**config.mk**
```make
export PLATFORM = sky130hd
export DESIGN_NAME = sci_rx_core
export DESIGN_NICKNAME = d
export VERILOG_FILES = /design/src/rtl/sci_rx_pkg.sv /design/src/rtl/sci_rx_core.sv
export SDC_FILE = /design/constraint.sdc
export NUM_CORES = 1
export LEC_CHECK = 0
export BUFFER_PORTS_ARGS = -buffer_cell sky130_fd_sc_hd__buf_2
export CORE_MARGIN = 2
export CORE_UTILIZATION = 48
export CTS_CLUSTER_DIAMETER = 80
export DETAILED_ROUTE_END_ITERATION = 10
export PLACE_DENSITY_LB_ADDON = 0.05
export SETUP_SLACK_MARGIN = 0.5
export SLEW_MARGIN = 10
export SYNTH_ARGS = -nofsm -noshare
export SYNTH_HDL_FRONTEND = slang
export SYNTH_SLANG_ARGS = --single-unit
```
**constraint.sdc**
```tcl
create_clock -name CLOCK_I -period 5.7 [get_ports CLOCK_I]
set_input_delay 0 -clock CLOCK_I [delete_from_list [all_inputs] [get_ports CLOCK_I]]
set_output_delay 0 -clock CLOCK_I [all_outputs]
set_load 0.01 [all_outputs]
```
**src/rtl/sci_rx_pkg.sv**
```systemverilog
// Constants, register map and types for the serial receive/baud block
// What this block does
// - Overrun sets its flag, keeps the holding register, shift register overwritten.
// - Overrun raises receive interrupt when enabled and global mask clear.
// - Error flags clear only by status read then data read.
// - Sixteen samples per bit; majority of 8,9,10 is value; disagreement flags noise.
// - Noisy frame still transfers data; noise flag rises with full flag, no interrupt.
// - Start needs valid falling edge and agreeing samples 8,9,10, else noise.
// - False start discards frame; hidden noise shown with next valid frame.
// - Missing stop bit or break sets framing flag; data still transferred.
// - Tx and rx rates: clock over 16, one shared coarse factor, own power of two each.
// - Non-zero fine prescale divides the power-of-two output again, ahead of the by-16; zero bypasses.
// - While muted no receive flag sets and receive interrupts are suppressed.
// - Idle-wake mode: idle frame clears mute, idle flag not set.
// - Address-wake mode: word with MSB one clears mute and is received normally.
// - Frame is start, 8 or 9 data bits (parity included), stop.
// - Address wake looks at the data MSB, never the parity bit.
// - Parity makes ones over 7 or 8 low bits plus parity even or odd.
// - Transmit with parity replaces data MSB by computed parity.
// - Receive parity failure sets its flag; interrupt when parity interrupt enabled.
// - Sample counter resynchronised on every start bit.
// - Nine-bit words put the MSB in the ninth-bit field, not data register.
// - Valid start: three ones before edge, samples 3,5,7 and 8,9,10 zero.
package sci_rx_pkg;
    localparam logic [2:0] ADDR_STATUS   = 3'h0;
    localparam logic [2:0] ADDR_DATA     = 3'h1;
    localparam logic [2:0] ADDR_CTRL1    = 3'h2;
    localparam logic [2:0] ADDR_CTRL2    = 3'h3;
    localparam logic [2:0] ADDR_BAUD     = 3'h4;
    localparam logic [2:0] ADDR_TX_FINE  = 3'h5;
    localparam logic [2:0] ADDR_RX_FINE  = 3'h6;
    localparam logic [7:0] STATUS_RESET  = 8'hc0;
    localparam logic [3:0] SAMPLE_LAST   = 4'hf;
    localparam int         CLK_HZ        = 25000000;

    // Control one: ninth bit rx(7), ninth tx(6), unused, word_length_nine(4),
    // rouse_by_address(3), parity_enable(2), parity_odd_sel(1), parity_irq_en(0)
    typedef struct packed {
        logic rx_ninth_bit;
        logic tx_ninth_bit;
        logic spare;
        logic word_length_nine;
        logic rouse_by_address;
        logic parity_enable;
        logic parity_odd_sel;
        logic parity_irq_en;
    } ctrl_one_t;

    // Control two: tx_irq_en(7) tc_irq_en(6) rx_irq_en(5) idle_irq_en(4)
    // tx_enable(3) rx_enable(2) mute_request(1) send_break(0)
    typedef struct packed {
        logic tx_irq_en;
        logic tc_irq_en;
        logic rx_irq_en;
        logic idle_irq_en;
        logic tx_enable;
        logic rx_enable;
        logic mute_request;
        logic send_break;
    } ctrl_two_t;

    typedef struct packed {
        logic [1:0] coarse_div_sel;
        logic [2:0] tx_divider_sel;
        logic [2:0] rx_divider_sel;
    } baud_sel_t;

    typedef enum logic [1:0] { RX_IDLE, RX_START, RX_DATA, RX_STOP } rx_state_t;
    typedef enum logic [1:0] { TX_IDLE, TX_START, TX_DATA, TX_STOP } tx_state_t;
endpackage

```
**src/rtl/sci_rx_core.sv**
```systemverilog
// Serial receiver errors, baud generation, mute wake-up and parity
//
// The placing of the registers and strobed register access were chosen for this implementation.
`timescale 1ns/1ps
module sci_rx_core
    import sci_rx_pkg::*;
(
    input  wire logic       CLOCK_I,
    input  wire logic       RST_I,
    input  wire logic [2:0] ADDR_I,
    input  wire logic [7:0] WDATA_I,
    input  wire logic       WR_I,
    input  wire logic       RD_I,
    output logic      [7:0] RDATA_O,
    input  wire logic       GLOB_MASK_I,
    input  wire logic       RX_LINE_I,
    output logic            TX_LINE_O,
    output logic            IRQ_O
);
    // Coarse factor minus one per select code
    function automatic logic [3:0] coarse_top(input logic [1:0] sel);
        case (sel)
            2'h0:    coarse_top = 4'h0;
            2'h1:    coarse_top = 4'h2;
            2'h2:    coarse_top = 4'h3;
            default: coarse_top = 4'hc;
        endcase
    endfunction

    // Parity bit over the low data bits
    function automatic logic parity_of(input logic [7:0] d, input logic nine, input logic odd);
        parity_of = (nine ? ^d : ^d[6:0]) ^ odd;
    endfunction

    ctrl_one_t  ctrl1;
    ctrl_two_t  ctrl2;
    baud_sel_t  baud;
    logic [7:0] tx_fine, rx_fine;
    logic       rx_full, tx_empty, tx_done, idle_flag, overrun, noise, framing, parity_err;
    logic       status_seen, hidden_noise;
    logic [7:0] rx_holding;

    // Baud chain: coarse, then power of two, then fine; the divide by 16 is the
    // sixteen samples per bit, so one tick here is one sample time
    logic [3:0] coarse_cnt;
    logic [6:0] pow_cnt_tx, pow_cnt_rx;
    logic [7:0] fine_cnt_tx, fine_cnt_rx;
    logic [3:0] tx_sub;
    // Coarse stage counts on every clock edge
    wire        coarse_tick = (coarse_cnt == coarse_top(baud.coarse_div_sel));
    wire [6:0]  pow_top_tx  = 7'((8'h1 << baud.tx_divider_sel) - 8'h1);
    wire [6:0]  pow_top_rx  = 7'((8'h1 << baud.rx_divider_sel) - 8'h1);
    wire        pow_tick_tx = coarse_tick && (pow_cnt_tx == pow_top_tx);
    wire        pow_tick_rx = coarse_tick && (pow_cnt_rx == pow_top_rx);
    // Fine prescaler bypassed when zero
    wire        tx_tick = pow_tick_tx && ((tx_fine == 8'h0) || (fine_cnt_tx == tx_fine - 8'h1));
    wire        rx_tick = pow_tick_rx && ((rx_fine == 8'h0) || (fine_cnt_rx == rx_fine - 8'h1));
    // Receiver takes one sample per rx tick and sixteen per bit; the transmitter
    // counts sixteen tx ticks per bit, so both share the same divide by 16
    wire        rx_sample = rx_tick;
    wire        tx_bit    = tx_tick && (tx_sub == 4'hf);

    // Counters are not restarted by a baud write: software keeps the dividers
    // still while either direction is enabled, so a part-counted tick never hits a frame
    always_ff @(posedge CLOCK_I or posedge RST_I) begin
        if (RST_I) begin
            coarse_cnt  <= 4'h0;
            pow_cnt_tx  <= 7'h0;
            pow_cnt_rx  <= 7'h0;
            fine_cnt_tx <= 8'h0;
            fine_cnt_rx <= 8'h0;
            tx_sub      <= 4'h0;
        end else begin
            coarse_cnt <= coarse_tick ? 4'h0 : coarse_cnt + 4'h1;
            if (coarse_tick) begin
                pow_cnt_tx <= pow_tick_tx ? 7'h0 : pow_cnt_tx + 7'h1;
                pow_cnt_rx <= pow_tick_rx ? 7'h0 : pow_cnt_rx + 7'h1;
            end
            if (pow_tick_tx) begin
                fine_cnt_tx <= tx_tick ? 8'h0 : fine_cnt_tx + 8'h1;
            end
            if (pow_tick_rx) begin
                fine_cnt_rx <= rx_tick ? 8'h0 : fine_cnt_rx + 8'h1;
            end
            if (tx_tick) begin
                tx_sub <= tx_sub + 4'h1;
            end
        end
    end

    // Receiver: 16 samples per bit from the rx tick
    rx_state_t  rx_state;
    logic [3:0] samp_cnt;
    logic [3:0] bit_cnt;
    logic [2:0] pre_hist;
    logic [2:0] mid;
    logic       edge_bad, bit_noise;
    logic [8:0] shift;
    logic [3:0] ones_run;
    wire        rx_on      = ctrl2.rx_enable;
    wire  [3:0] data_bits  = ctrl1.word_length_nine ? 4'h9 : 4'h8;
    wire        maj        = (mid[2] & mid[1]) | (mid[2] & mid[0]) | (mid[1] & mid[0]);
    wire        mid_split  = (mid != 3'h0) && (mid != 3'h7);
    wire        bit_end    = rx_sample && (samp_cnt == SAMPLE_LAST);
    wire        frame_done = (rx_state == RX_STOP) && bit_end;
    // Newest sample shifts in at the bottom, so after sample 10 the window
    // holds samples 8, 9 and 10 in that order
    wire [2:0]  mid_now    = {mid[1:0], RX_LINE_I};
    wire        stop_maj   = (mid[2] & mid[1]) | (mid[2] & mid[0]) | (mid[1] & mid[0]);
    wire        f_nine     = ctrl1.word_length_nine;
    wire        f_msb      = f_nine ? shift[8] : shift[7];
    // Address wake reads data MSB; with parity that position is below the parity bit
    wire        addr_bit   = ctrl1.parity_enable ? (f_nine ? shift[7] : shift[6]) : f_msb;
    wire        par_fail   = ctrl1.parity_enable &&
                             ((f_nine ? ^shift[8:0] : ^shift[7:0]) != ctrl1.parity_odd_sel);
    wire        muted      = ctrl2.mute_request;
    wire        addr_wake  = frame_done && muted && ctrl1.rouse_by_address && addr_bit;
    wire        idle_seen  = frame_done && (shift == (f_nine ? 9'h1ff : 9'h0ff)) && stop_maj;
    wire        idle_wake  = idle_seen && muted && !ctrl1.rouse_by_address;
    wire        deliver    = frame_done && (!muted || addr_wake);
    wire        do_overrun = deliver && rx_full;
    wire        clear_seq  = RD_I && (ADDR_I == ADDR_DATA) && status_seen;

    always_ff @(posedge CLOCK_I or posedge RST_I) begin
        if (RST_I) begin
            rx_state <= RX_IDLE;
            samp_cnt <= 4'h0;
            bit_cnt  <= 4'h0;
            pre_hist <= 3'h0;
            mid      <= 3'h0;
            edge_bad <= 1'b0;
            bit_noise<= 1'b0;
            shift    <= 9'h0;
        end else if (!rx_on) begin
            rx_state <= RX_IDLE;
            pre_hist <= 3'h0;
        end else if (rx_sample) begin
            samp_cnt <= samp_cnt + 4'h1;
            if (samp_cnt == 4'h7 || samp_cnt == 4'h8 || samp_cnt == 4'h9) begin
                mid <= mid_now;
            end
            case (rx_state)
                RX_IDLE: begin
                    pre_hist <= {pre_hist[1:0], RX_LINE_I};
                    if (!RX_LINE_I) begin
                        // Sample counter restarts on each start edge
                        rx_state  <= RX_START;
                        samp_cnt  <= 4'h1;
                        edge_bad  <= (pre_hist != 3'h7);
                        bit_noise <= 1'b0;
                        bit_cnt   <= 4'h0;
                    end
                end
                RX_START: begin
                    if ((samp_cnt == 4'h2 || samp_cnt == 4'h4 || samp_cnt == 4'h6) && RX_LINE_I) begin
                        edge_bad <= 1'b1;
                    end
                    if (samp_cnt == 4'h9) begin
                        if (mid_now == 3'h0) begin
                            bit_noise <= edge_bad;
                        end else begin
                            rx_state <= RX_IDLE;
                            pre_hist <= 3'h0;
                        end
                    end
                    if (samp_cnt == SAMPLE_LAST) begin
                        rx_state <= RX_DATA;
                    end
                end
                RX_DATA: begin
                    if (samp_cnt == SAMPLE_LAST) begin
                        shift     <= f_nine ? {maj, shift[8:1]} : {1'b0, maj, shift[7:1]};
                        bit_noise <= bit_noise | mid_split;
                        bit_cnt   <= bit_cnt + 4'h1;
                        if (bit_cnt == data_bits - 4'h1) begin
                            rx_state <= RX_STOP;
                        end
                    end
                end
                RX_STOP: begin
                    if (samp_cnt == SAMPLE_LAST) begin
                        rx_state <= RX_IDLE;
                        pre_hist <= {3{stop_maj}};
                    end
                end
                default: rx_state <= RX_IDLE;
            endcase
        end
    end

    // Hidden noise from a discarded false start, shown on the next delivered frame
    wire false_start = rx_sample && rx_on && (rx_state == RX_START) && (samp_cnt == 4'h9) && (mid_now != 3'h0);
    always_ff @(posedge CLOCK_I or posedge RST_I) begin
        if (RST_I) begin
            hidden_noise <= 1'b0;
        end else if (false_start && !muted) begin
            hidden_noise <= 1'b1;
        end else if (deliver) begin
            hidden_noise <= 1'b0;
        end
    end

    // Flags: hardware set wins over the software clear sequence
    always_ff @(posedge CLOCK_I or posedge RST_I) begin
        if (RST_I) begin
            rx_full    <= 1'b0;
            overrun    <= 1'b0;
            noise      <= 1'b0;
            framing    <= 1'b0;
            parity_err <= 1'b0;
            idle_flag  <= 1'b0;
            rx_holding <= 8'h0;
            status_seen<= 1'b0;
        end else begin
            if (RD_I && ADDR_I == ADDR_STATUS) begin
                status_seen <= 1'b1;
            end else if (clear_seq) begin
                status_seen <= 1'b0;
            end
            if (clear_seq) begin
                rx_full    <= 1'b0;
                overrun    <= 1'b0;
                noise      <= 1'b0;
                framing    <= 1'b0;
                parity_err <= 1'b0;
                idle_flag  <= 1'b0;
            end
            if (do_overrun) begin
                overrun <= 1'b1;
            end else if (deliver) begin
                rx_full    <= 1'b1;
                rx_holding <= f_nine ? shift[7:0] : shift[7:0];
                noise      <= bit_noise | mid_split | hidden_noise;
                framing    <= !stop_maj;
                parity_err <= par_fail;
                if (idle_seen && !muted) begin
                    idle_flag <= 1'b1;
                end
            end
        end
    end

    // Registers
    always_ff @(posedge CLOCK_I or posedge RST_I) begin
        if (RST_I) begin
            ctrl1   <= '0;
            ctrl2   <= '0;
            baud    <= '0;
            tx_fine <= 8'h0;
            rx_fine <= 8'h0;
        end else begin
            if (deliver && !do_overrun && f_nine) begin
                ctrl1.rx_ninth_bit <= shift[8];
            end
            if (WR_I) begin
                case (ADDR_I)
                    ADDR_CTRL1:   ctrl1[6:0] <= WDATA_I[6:0];
                    ADDR_CTRL2:   ctrl2      <= WDATA_I;
                    ADDR_BAUD:    baud       <= WDATA_I;
                    ADDR_TX_FINE: tx_fine    <= WDATA_I;
                    ADDR_RX_FINE: rx_fine    <= WDATA_I;
                    default: ;
                endcase
            end
            if (addr_wake || idle_wake) begin
                ctrl2.mute_request <= 1'b0;
            end
        end
    end

    // Transmitter with parity substitution
    tx_state_t  tx_state;
    logic [8:0] tx_shift;
    logic [3:0] tx_cnt;
    logic [8:0] tx_buf;
    wire        data_wr = WR_I && (ADDR_I == ADDR_DATA);
    wire [7:0]  tx_low  = WDATA_I;
    wire        tx_par  = parity_of(tx_low, f_nine, ctrl1.parity_odd_sel);
    wire [8:0]  tx_word = !ctrl1.parity_enable ? {ctrl1.tx_ninth_bit, tx_low} :
                          f_nine ? {tx_par, tx_low} : {1'b0, tx_par, tx_low[6:0]};
    always_ff @(posedge CLOCK_I or posedge RST_I) begin
        if (RST_I) begin
            tx_state  <= TX_IDLE;
            tx_shift  <= 9'h0;
            tx_cnt    <= 4'h0;
            tx_buf    <= 9'h0;
            tx_empty  <= 1'b1;
            tx_done   <= 1'b1;
            TX_LINE_O <= 1'b1;
        end else begin
            if (data_wr) begin
                tx_buf   <= tx_word;
                tx_empty <= 1'b0;
                tx_done  <= 1'b0;
            end
            if (tx_bit && ctrl2.tx_enable) begin
                case (tx_state)
                    TX_IDLE: if (!tx_empty) begin
                        tx_state  <= TX_START;
                        tx_shift  <= tx_buf;
                        tx_empty  <= 1'b1;
                        TX_LINE_O <= 1'b0;
                    end
                    TX_START: begin
                        tx_state  <= TX_DATA;
                        tx_cnt    <= 4'h0;
                        TX_LINE_O <= tx_shift[0];
                        tx_shift  <= {1'b0, tx_shift[8:1]};
                    end
                    TX_DATA: begin
                        tx_cnt <= tx_cnt + 4'h1;
                        if (tx_cnt == data_bits - 4'h1) begin
                            tx_state  <= TX_STOP;
                            TX_LINE_O <= 1'b1;
                        end else begin
                            TX_LINE_O <= tx_shift[0];
                            tx_shift  <= {1'b0, tx_shift[8:1]};
                        end
                    end
                    TX_STOP: begin
                        tx_state <= TX_IDLE;
                        tx_done  <= 1'b1;
                    end
                    default: tx_state <= TX_IDLE;
                endcase
            end
        end
    end

    // Read port, data one cycle after the strobe
    wire [7:0] status_word = {tx_empty, tx_done, rx_full, idle_flag, overrun, noise, framing, parity_err};
    wire [7:0] read_mux    = (ADDR_I == ADDR_STATUS)  ? status_word :
                             (ADDR_I == ADDR_DATA)    ? rx_holding :
                             (ADDR_I == ADDR_CTRL1)   ? ctrl1 :
                             (ADDR_I == ADDR_CTRL2)   ? ctrl2 :
                             (ADDR_I == ADDR_BAUD)    ? baud :
                             (ADDR_I == ADDR_TX_FINE) ? tx_fine :
                             (ADDR_I == ADDR_RX_FINE) ? rx_fine : 8'h0;
    always_ff @(posedge CLOCK_I or posedge RST_I) begin
        if (RST_I) begin
            RDATA_O <= 8'h0;
        end else begin
            RDATA_O <= RD_I ? read_mux : 8'h0;
        end
    end

    // Interrupt: muted receiver suppresses receive sources
    wire rx_src = (ctrl2.rx_irq_en && (rx_full || overrun)) ||
                  (ctrl1.parity_irq_en && parity_err) ||
                  (ctrl2.idle_irq_en && idle_flag);
    wire tx_src = (ctrl2.tx_irq_en && tx_empty) || (ctrl2.tc_irq_en && tx_done);
    assign IRQ_O = !GLOB_MASK_I && ((rx_src && !muted) || tx_src);

    chk_overrun_keeps: assert property (@(posedge CLOCK_I) disable iff (RST_I)
        do_overrun |=> overrun && rx_holding == $past(rx_holding)) else $error("overrun lost data");
    chk_clear_needs_seq: assert property (@(posedge CLOCK_I) disable iff (RST_I)
        $fell(overrun) |-> $past(clear_seq)) else $error("overrun cleared without sequence");
    chk_noise_with_full: assert property (@(posedge CLOCK_I) disable iff (RST_I)
        $rose(noise) |-> rx_full) else $error("noise without full flag");
    chk_false_start_drop: assert property (@(posedge CLOCK_I) disable iff (RST_I)
        false_start |=> rx_state == RX_IDLE) else $error("false start not dropped");
    chk_mute_no_flags: assert property (@(posedge CLOCK_I) disable iff (RST_I)
        muted && !addr_wake && !clear_seq |=> !$rose(rx_full)) else $error("flag set while muted");
    chk_idle_wake: assert property (@(posedge CLOCK_I) disable iff (RST_I)
        idle_wake && !WR_I |=> !ctrl2.mute_request && !$rose(idle_flag)) else $error("idle wake wrong");
    chk_addr_wake: assert property (@(posedge CLOCK_I) disable iff (RST_I)
        addr_wake && !WR_I |=> !ctrl2.mute_request && rx_full) else $error("address wake wrong");
    chk_overrun_irq: assert property (@(posedge CLOCK_I) disable iff (RST_I)
        overrun && ctrl2.rx_irq_en && !GLOB_MASK_I && !muted |-> IRQ_O) else $error("overrun irq missing");
    cov_overrun:     cover property (@(posedge CLOCK_I) do_overrun);
    cov_addr_wake:   cover property (@(posedge CLOCK_I) addr_wake);
    cov_false_start: cover property (@(posedge CLOCK_I) false_start);
endmodule

```
==> impl_metrics.env, run 1 <==
export IMPL_status="finished clean"
export IMPL_die_area_mm2=0.0197
export IMPL_p_total_w=0.00325
export IMPL_clock_skew_ns=0.0101
export IMPL_die_w_um=140
export IMPL_fin_ws_ns=1.85
export IMPL_final_cells=1160
export IMPL_pin_count=27
export IMPL_rows=49
export IMPL_antenna_found_initial=0
export IMPL_power_switching_w=0.00107
export IMPL_synth_edf_count=0
export IMPL_hold_path_depth=3
export IMPL_maxSlewViolCount=0
export IMPL_critPathKind="reg -> reg"
export IMPL_drtIter0Drc=394
export IMPL_diodes=0
export IMPL_fin_util=0.547
export IMPL_hold_viol=0
export IMPL_synth_seq_cells=156
export IMPL_clkTransAtPathRegs_ns=0.07
export IMPL_wire_per_inst_um=18.1
export IMPL_via_per_inst=5.87
export IMPL_portBuffers=26
export IMPL_first_pass_iters=5
export IMPL_area_growth_pct=10.9
export IMPL_post_synth_top_area_cell="dfrtp_1"
export IMPL_core_area_mm2=0.0181
export IMPL_rsz0062_at_grt="false"
export IMPL_synth_cells=903
export IMPL_grt_pass1_vias=6865
export IMPL_grt_use_total=0.223
export IMPL_pwr_share_seq=0.453
export IMPL_pwr_density_cell_mw_per_mm2=329
export IMPL_clock_path_buffers=2
export IMPL_drive_gt1_frac=0.169
export IMPL_drc=0
export IMPL_reg2reg_from="rx_fine[0]"
export IMPL_cts_tree="yes"
export IMPL_crit_path_max_fanout=11
export IMPL_cap_violations=0
export IMPL_synthFlopType="dfrtp_1"
export IMPL_yosysSeqAreaShare=0.438
export IMPL_finalNetCount=966
export IMPL_finalSetupViolCount=0
export IMPL_grt_max_degree=105
export IMPL_syn_area_mm2=0.00892
export IMPL_grt_pass1_wl_um=35100
export IMPL_netSwitchingFraction=0.328
export IMPL_via_count=6806
export IMPL_synth_most_common_cell="dfrtp_1"
export IMPL_startpoint="rx_fine[0]"
export IMPL_dp_slack_ns=1.88
export IMPL_reg2regPathDepth=9
export IMPL_crit_required_ns=6.01
export IMPL_synth_nets=951
export IMPL_max_slew_margin=0.393
export IMPL_p_leak_nw=4.44
export IMPL_timing_fmax_mhz=260
export IMPL_wl_um=21000
export IMPL_p_int_w=0.00219
export IMPL_fin_crit_sh=0.675
export IMPL_syn_avg_cell_area_um2=9.88
export IMPL_cts_root_buffer="clkbuf_16"
export IMPL_hold_path_end="RDATA_O[6]"
export IMPL_drtAntennaViolNets=0
export IMPL_cp_start_kind="flip-flop"
export IMPL_clkPwrFrac=0.346
export IMPL_ctsResizeCount=0
export IMPL_synth_common_cells="153 x dfrtp_1, 100 x nand2_1, 78 x mux2_2, 63 x o21ai_0, 53 x nor2_1"
export IMPL_dp_final_hpwl_um=15000
export IMPL_clkLatencyLatePin_ns=0.43
export IMPL_ys_warn_count=0
export IMPL_min_from="ADDR_I[2]"
export IMPL_ir_drop_uv=202
export IMPL_cts_sinks=156
export IMPL_die_h_um=140
export IMPL_htreeDepth=4
export IMPL_endpoint_kind="flip-flop"
export IMPL_numCtsBuffers=17
export IMPL_initial_core_util=0.493
export IMPL_r2r_end="rx_holding[3]"
export IMPL_cp_arrival_ns=4.16
export IMPL_synth_top_area_share=0.429
export IMPL_worst_slew_pin_slew_ns=0.910
export IMPL_ys_top_cells_by_area="dfrtp_1 43%, mux2_2 9.8%, ha_1 4.3%"
export IMPL_holdCritPathClass="in -> reg"
export IMPL_period_needed_ns=3.85
export IMPL_finalSetupTns_ns=0
export IMPL_async_flop_share=1.00
export IMPL_reg2reg_slack_ns=1.85
export IMPL_grt_overflow=0
export IMPL_pwr_share_comb=0.202
export IMPL_ys_types=78
export IMPL_dp_cells=1117
export IMPL_place_congestion=0.848
## worst max path at each step
stage / to / slack (ns) / cells past startpoint
floorplan: RDATA_O[0] / 1.50 / 1
global placement: rx_holding[3] / 1.99 / 9
detailed placement: rx_holding[3] / 1.88 / 9
CTS: rx_holding[3] / 1.86 / 9
global route: rx_holding[1] / 1.63 / 9
finish: rx_holding[3] / 1.85 / 9
## repair_timing
action | 4_1_cts | 5_1_grt
buffers inserted | 0 | 0
hold endpoints to repair | 146 | 0
hold buffers | 11 | 0
## worst max-delay path, cell delays in order (launching register included)
cell and delay [ns]:
dfrtp_1 0.45, inv_1 0.09, ha_1 0.28, o21bai_1 0.19, a2111oi_0 0.56, a311oi_1 0.16
a2111oi_4 0.53, o21a_1 0.47, and4b_1 0.61, mux2_2 0.40
## metrics by stage
stage | area, um2 | hold WS (ns)
4_1_cts | 9890 | 0.0548
3_5_place_dp | 9200 | 0.235
3_3_place_gp | 9200 | 0.236
2_1_floorplan | 8920 | 0.0475
6_report | 9890 | 0.0742
5_1_grt | 9890 | 0.102
## cells by family after synthesis
logic type / share of synthesized area
AO/OA/AOI/OAI: 0.130
XOR/XNOR: 0.0501
adder cells (fa/ha/maj): 0.0446
buffers and inverters: 0.0328
flip-flops: 0.438
multiplexers: 0.125
AND/OR/NAND/NOR: 0.179
## layout by cell type (no fill, tap or decap), types with 11 or more instances in the layout
cell type      synthesis  routed
dfrtp_1              153     153
nand2_1              100     100
mux2_2                78      78
o21ai_0               63      63
nor2_1                53      53
a21oi_1               32      32
nand3_1               31      31
ha_1                  31      31
xor2_1                27      27
inv_1                 27      26
buf_2                  2      26
xnor2_1               24      24
nor3_1                24      24
mux2i_1               24      24
clkbuf_16              0      17
nor2b_1               14      14
nand4_1               14      14
a211oi_1              12      12
nand2b_1              11      11
dlygate4sd3_1          0      11
## state kept, by name, indices dropped and copies added, names as in the netlist, 8 cells and up
signal,flops
fine_cnt_tx,8
rx_holding,8
tx_buf,9
tx_shift,9
fine_cnt_rx,8
RDATA_O,8
tx_fine,8
rx_fine,8
shift,9
baud,8
## power groups by stage
| stage | Combinational, W | Sequential (W) | Clock (W) |
|---|---|---|---|
| 2_1_floorplan | 0.000545 | 0.00139 | 0 |
| 3_5_place_dp | 0.000650 | 0.00149 | 0 |
| 4_1_cts | 0.000661 | 0.00147 | 0.00116 |
| 3_3_place_gp | 0.000625 | 0.00148 | 0 |
| 6_report | 0.000657 | 0.00147 | 0.00112 |
| 5_1_grt | 0.000746 | 0.00150 | 0.00120 |
## per-layer routing
metal  GRT usage  part of all wire  vias to the layer above
li1            -                 -                     3279
met1       0.280              0.44                     3381
met2       0.390              0.51                      121
met3      0.0455             0.036                       25
met4      0.0675             0.016                        0
met5           0                 0                        -
## final cells by class
cell class                 instances  area [um2]
clock buffer                      19         453
clock inverter                    13         133
fill                            1607        8190
inverter                          27         106
multi-input combinational        674        4730
sequential                       156        3910
tap                              229         287
timing repair buffer              42         278
No activity file was read; power rests on OpenSTA's default activity.
==> run 2: changes to the inputs <==
==> constraint.sdc (replaced) <==
create_clock -name CLOCK_I -period 3.25 [get_ports CLOCK_I]
set_input_delay 0 -clock CLOCK_I [delete_from_list [all_inputs] [get_ports CLOCK_I]]
set_output_delay 0 -clock CLOCK_I [all_outputs]
set_load 0.01 [all_outputs]
==> run 2 against run 1 <==
Die area did not move; largest power group unchanged; maximum frequency grew 41%; critical path type unchanged; flip-flop and latch count did not move; first-iteration DRC count rose by 19%; hold slack improved by 0.035 ns; largest cell class unchanged.
==> impl_metrics.env, run 2 (synthesis gave the netlist of run 1 again) <==
export IMPL_die_area_mm2=0.0197
export IMPL_final_cell_mix="147 x dfrtp_1, 98 x nand2_1, 76 x mux2_2, 62 x o21ai_0, 53 x nor2_1"
export IMPL_area_growth_pct=16.4
export IMPL_rsz0062_at_grt="true"
export IMPL_diodes=0
export IMPL_via_count=7037
export IMPL_p_int_w=0.00414
export IMPL_first_pass_iters=6
export IMPL_status="finished clean"
export IMPL_fin_util=0.574
export IMPL_cap_violations=0
export IMPL_netSwitchingFraction=0.322
export IMPL_numCtsBuffers=17
export IMPL_pin_count=27
export IMPL_worst_slew_pin_slew_ns=0.993
export IMPL_endpoint_kind="flip-flop"
export IMPL_drive_gt1_frac=0.224
export IMPL_final_common_cell="dfrtp_1"
export IMPL_crit_required_ns=3.57
export IMPL_grt_use_total=0.235
export IMPL_grt_pass1_vias=7080
export IMPL_drtIter0Drc=470
export IMPL_pwr_density_cell_mw_per_mm2=588
export IMPL_cp_start_kind="flip-flop"
export IMPL_wl_um=22300
export IMPL_grt_overflow=0
export IMPL_wire_per_inst_um=18.7
export IMPL_grt_max_degree=59
export IMPL_die_w_um=140
export IMPL_dp_slack_ns=0.273
export IMPL_grt_pass1_wl_um=36900
export IMPL_holdCritPathClass="in -> reg"
export IMPL_antenna_found_initial=0
export IMPL_place_congestion=0.868
export IMPL_ir_drop_uv=388
export IMPL_finalNetCount=996
export IMPL_drtAntennaViolNets=0
export IMPL_crit_path_max_fanout=11
export IMPL_portBuffers=26
export IMPL_cp_arrival_ns=3.04
export IMPL_reg_largest_list="shift x9, tx_buf x9, tx_shift x9"
export IMPL_clkPwrFrac=0.361
export IMPL_clock_skew_ns=0.0104
export IMPL_finalSetupViolCount=0
export IMPL_initial_core_util=0.493
export IMPL_via_per_inst=5.91
export IMPL_period_needed_ns=2.72
export IMPL_cts_root_buffer="clkbuf_16"
export IMPL_hold_viol=0
export IMPL_finalSetupTns_ns=0
export IMPL_cts_tree="yes"
export IMPL_core_area_mm2=0.0181
export IMPL_drc=0
export IMPL_clock_path_buffers=2
export IMPL_clkTransAtPathRegs_ns=0.06
export IMPL_dp_final_hpwl_um=15300
export IMPL_rows=49
export IMPL_clkLatencyLatePin_ns=0.44
export IMPL_fin_ws_ns=0.529
export IMPL_pwr_share_comb=0.220
export IMPL_htreeDepth=4
export IMPL_maxSlewViolCount=0
export IMPL_pwr_share_seq=0.419
export IMPL_fin_crit_sh=0.837
export IMPL_critPathKind="reg -> reg"
export IMPL_p_leak_nw=4.64
export IMPL_timing_fmax_mhz=368
export IMPL_cts_sinks=156
export IMPL_die_h_um=140
export IMPL_max_slew_margin=0.336
export IMPL_power_switching_w=0.00196
[run 2: cell count changes in the layout (fill, tap and decap cells not counted), moves of 3 or more]
cell	before	now
ha_1	31	28
dfrtp_1	153	147
inv_1	26	23
clkinvlp_4	5	2
bufinv_16	1	4
dfrtp_2	0	6
buf_4	5	28
[run 2: cell type report]
cell class	count	area, um2
timing repair buffer	69	513
tap	229	287
inverter	27	108
fill	1563	7700
clock inverter	15	223
clock buffer	17	425
sequential	156	3920
multi-input combinational	677	4920
[run 2: per-layer routing]
metal	global-route usage	share of wire
met5	0	0
met4	0.0760	0.020
met3	0.0530	0.042
met2	0.378	0.48
met1	0.317	0.46
[run 2: final timing paths]
kind	start	to	slack, ns	cells after the start
worst max register to register	tx_fine[5]	tx_cnt[0]	0.53	7
worst max-delay path	tx_fine[5]	tx_cnt[0]	0.53	7
max in group asynchronous	RST_I	edge_bad	2.09	4
worst min register to register	tx_done	tx_done	0.47	2
min in group asynchronous	RST_I	pow_cnt_tx[3]	0.32	3
worst min-delay path	ADDR_I[2]	RDATA_O[3]	0.11	3
[run 2: power by group through the flow]
stage               Sequential [W]  Clock (W)  Combinational [W]
floorplan                  0.00245          0           0.000995
global placement           0.00258          0            0.00118
detailed placement         0.00260          0            0.00122
CTS                        0.00255    0.00226            0.00130
global route               0.00261    0.00235            0.00150
finish                     0.00256    0.00221            0.00134
[run 2: metrics by stage]
step	hold WS (ns)	instances	power, W	instance area [um2]
after detailed placement	0.232	1130	0.00381	9370
after global routing	0.121	1190	0.00646	10400
after CTS	0.0726	1185	0.00611	10300
after floorplan	0.0475	903	0.00344	9020
final	0.109	1190	0.00611	10400
after global placement	0.230	1130	0.00375	9370
[run 2: what timing repair did]
action,4_1_cts,5_1_grt
setup endpoints to repair,42,54
cloned,3,1
gates resized for setup,14,18
setup buffers,9,4
pin swaps,6,5
hold buffers,11,0
hold endpoints to repair,93,0
[run 2: critical path: stages (launching register included)]
cell and delay, ns:
dfrtp_1 0.46, or4_1 0.58, nor4_1 0.35, a221o_1 0.23
nand2b_1 0.10, a21o_1 0.33, nand4_1 0.22, mux2_2 0.33
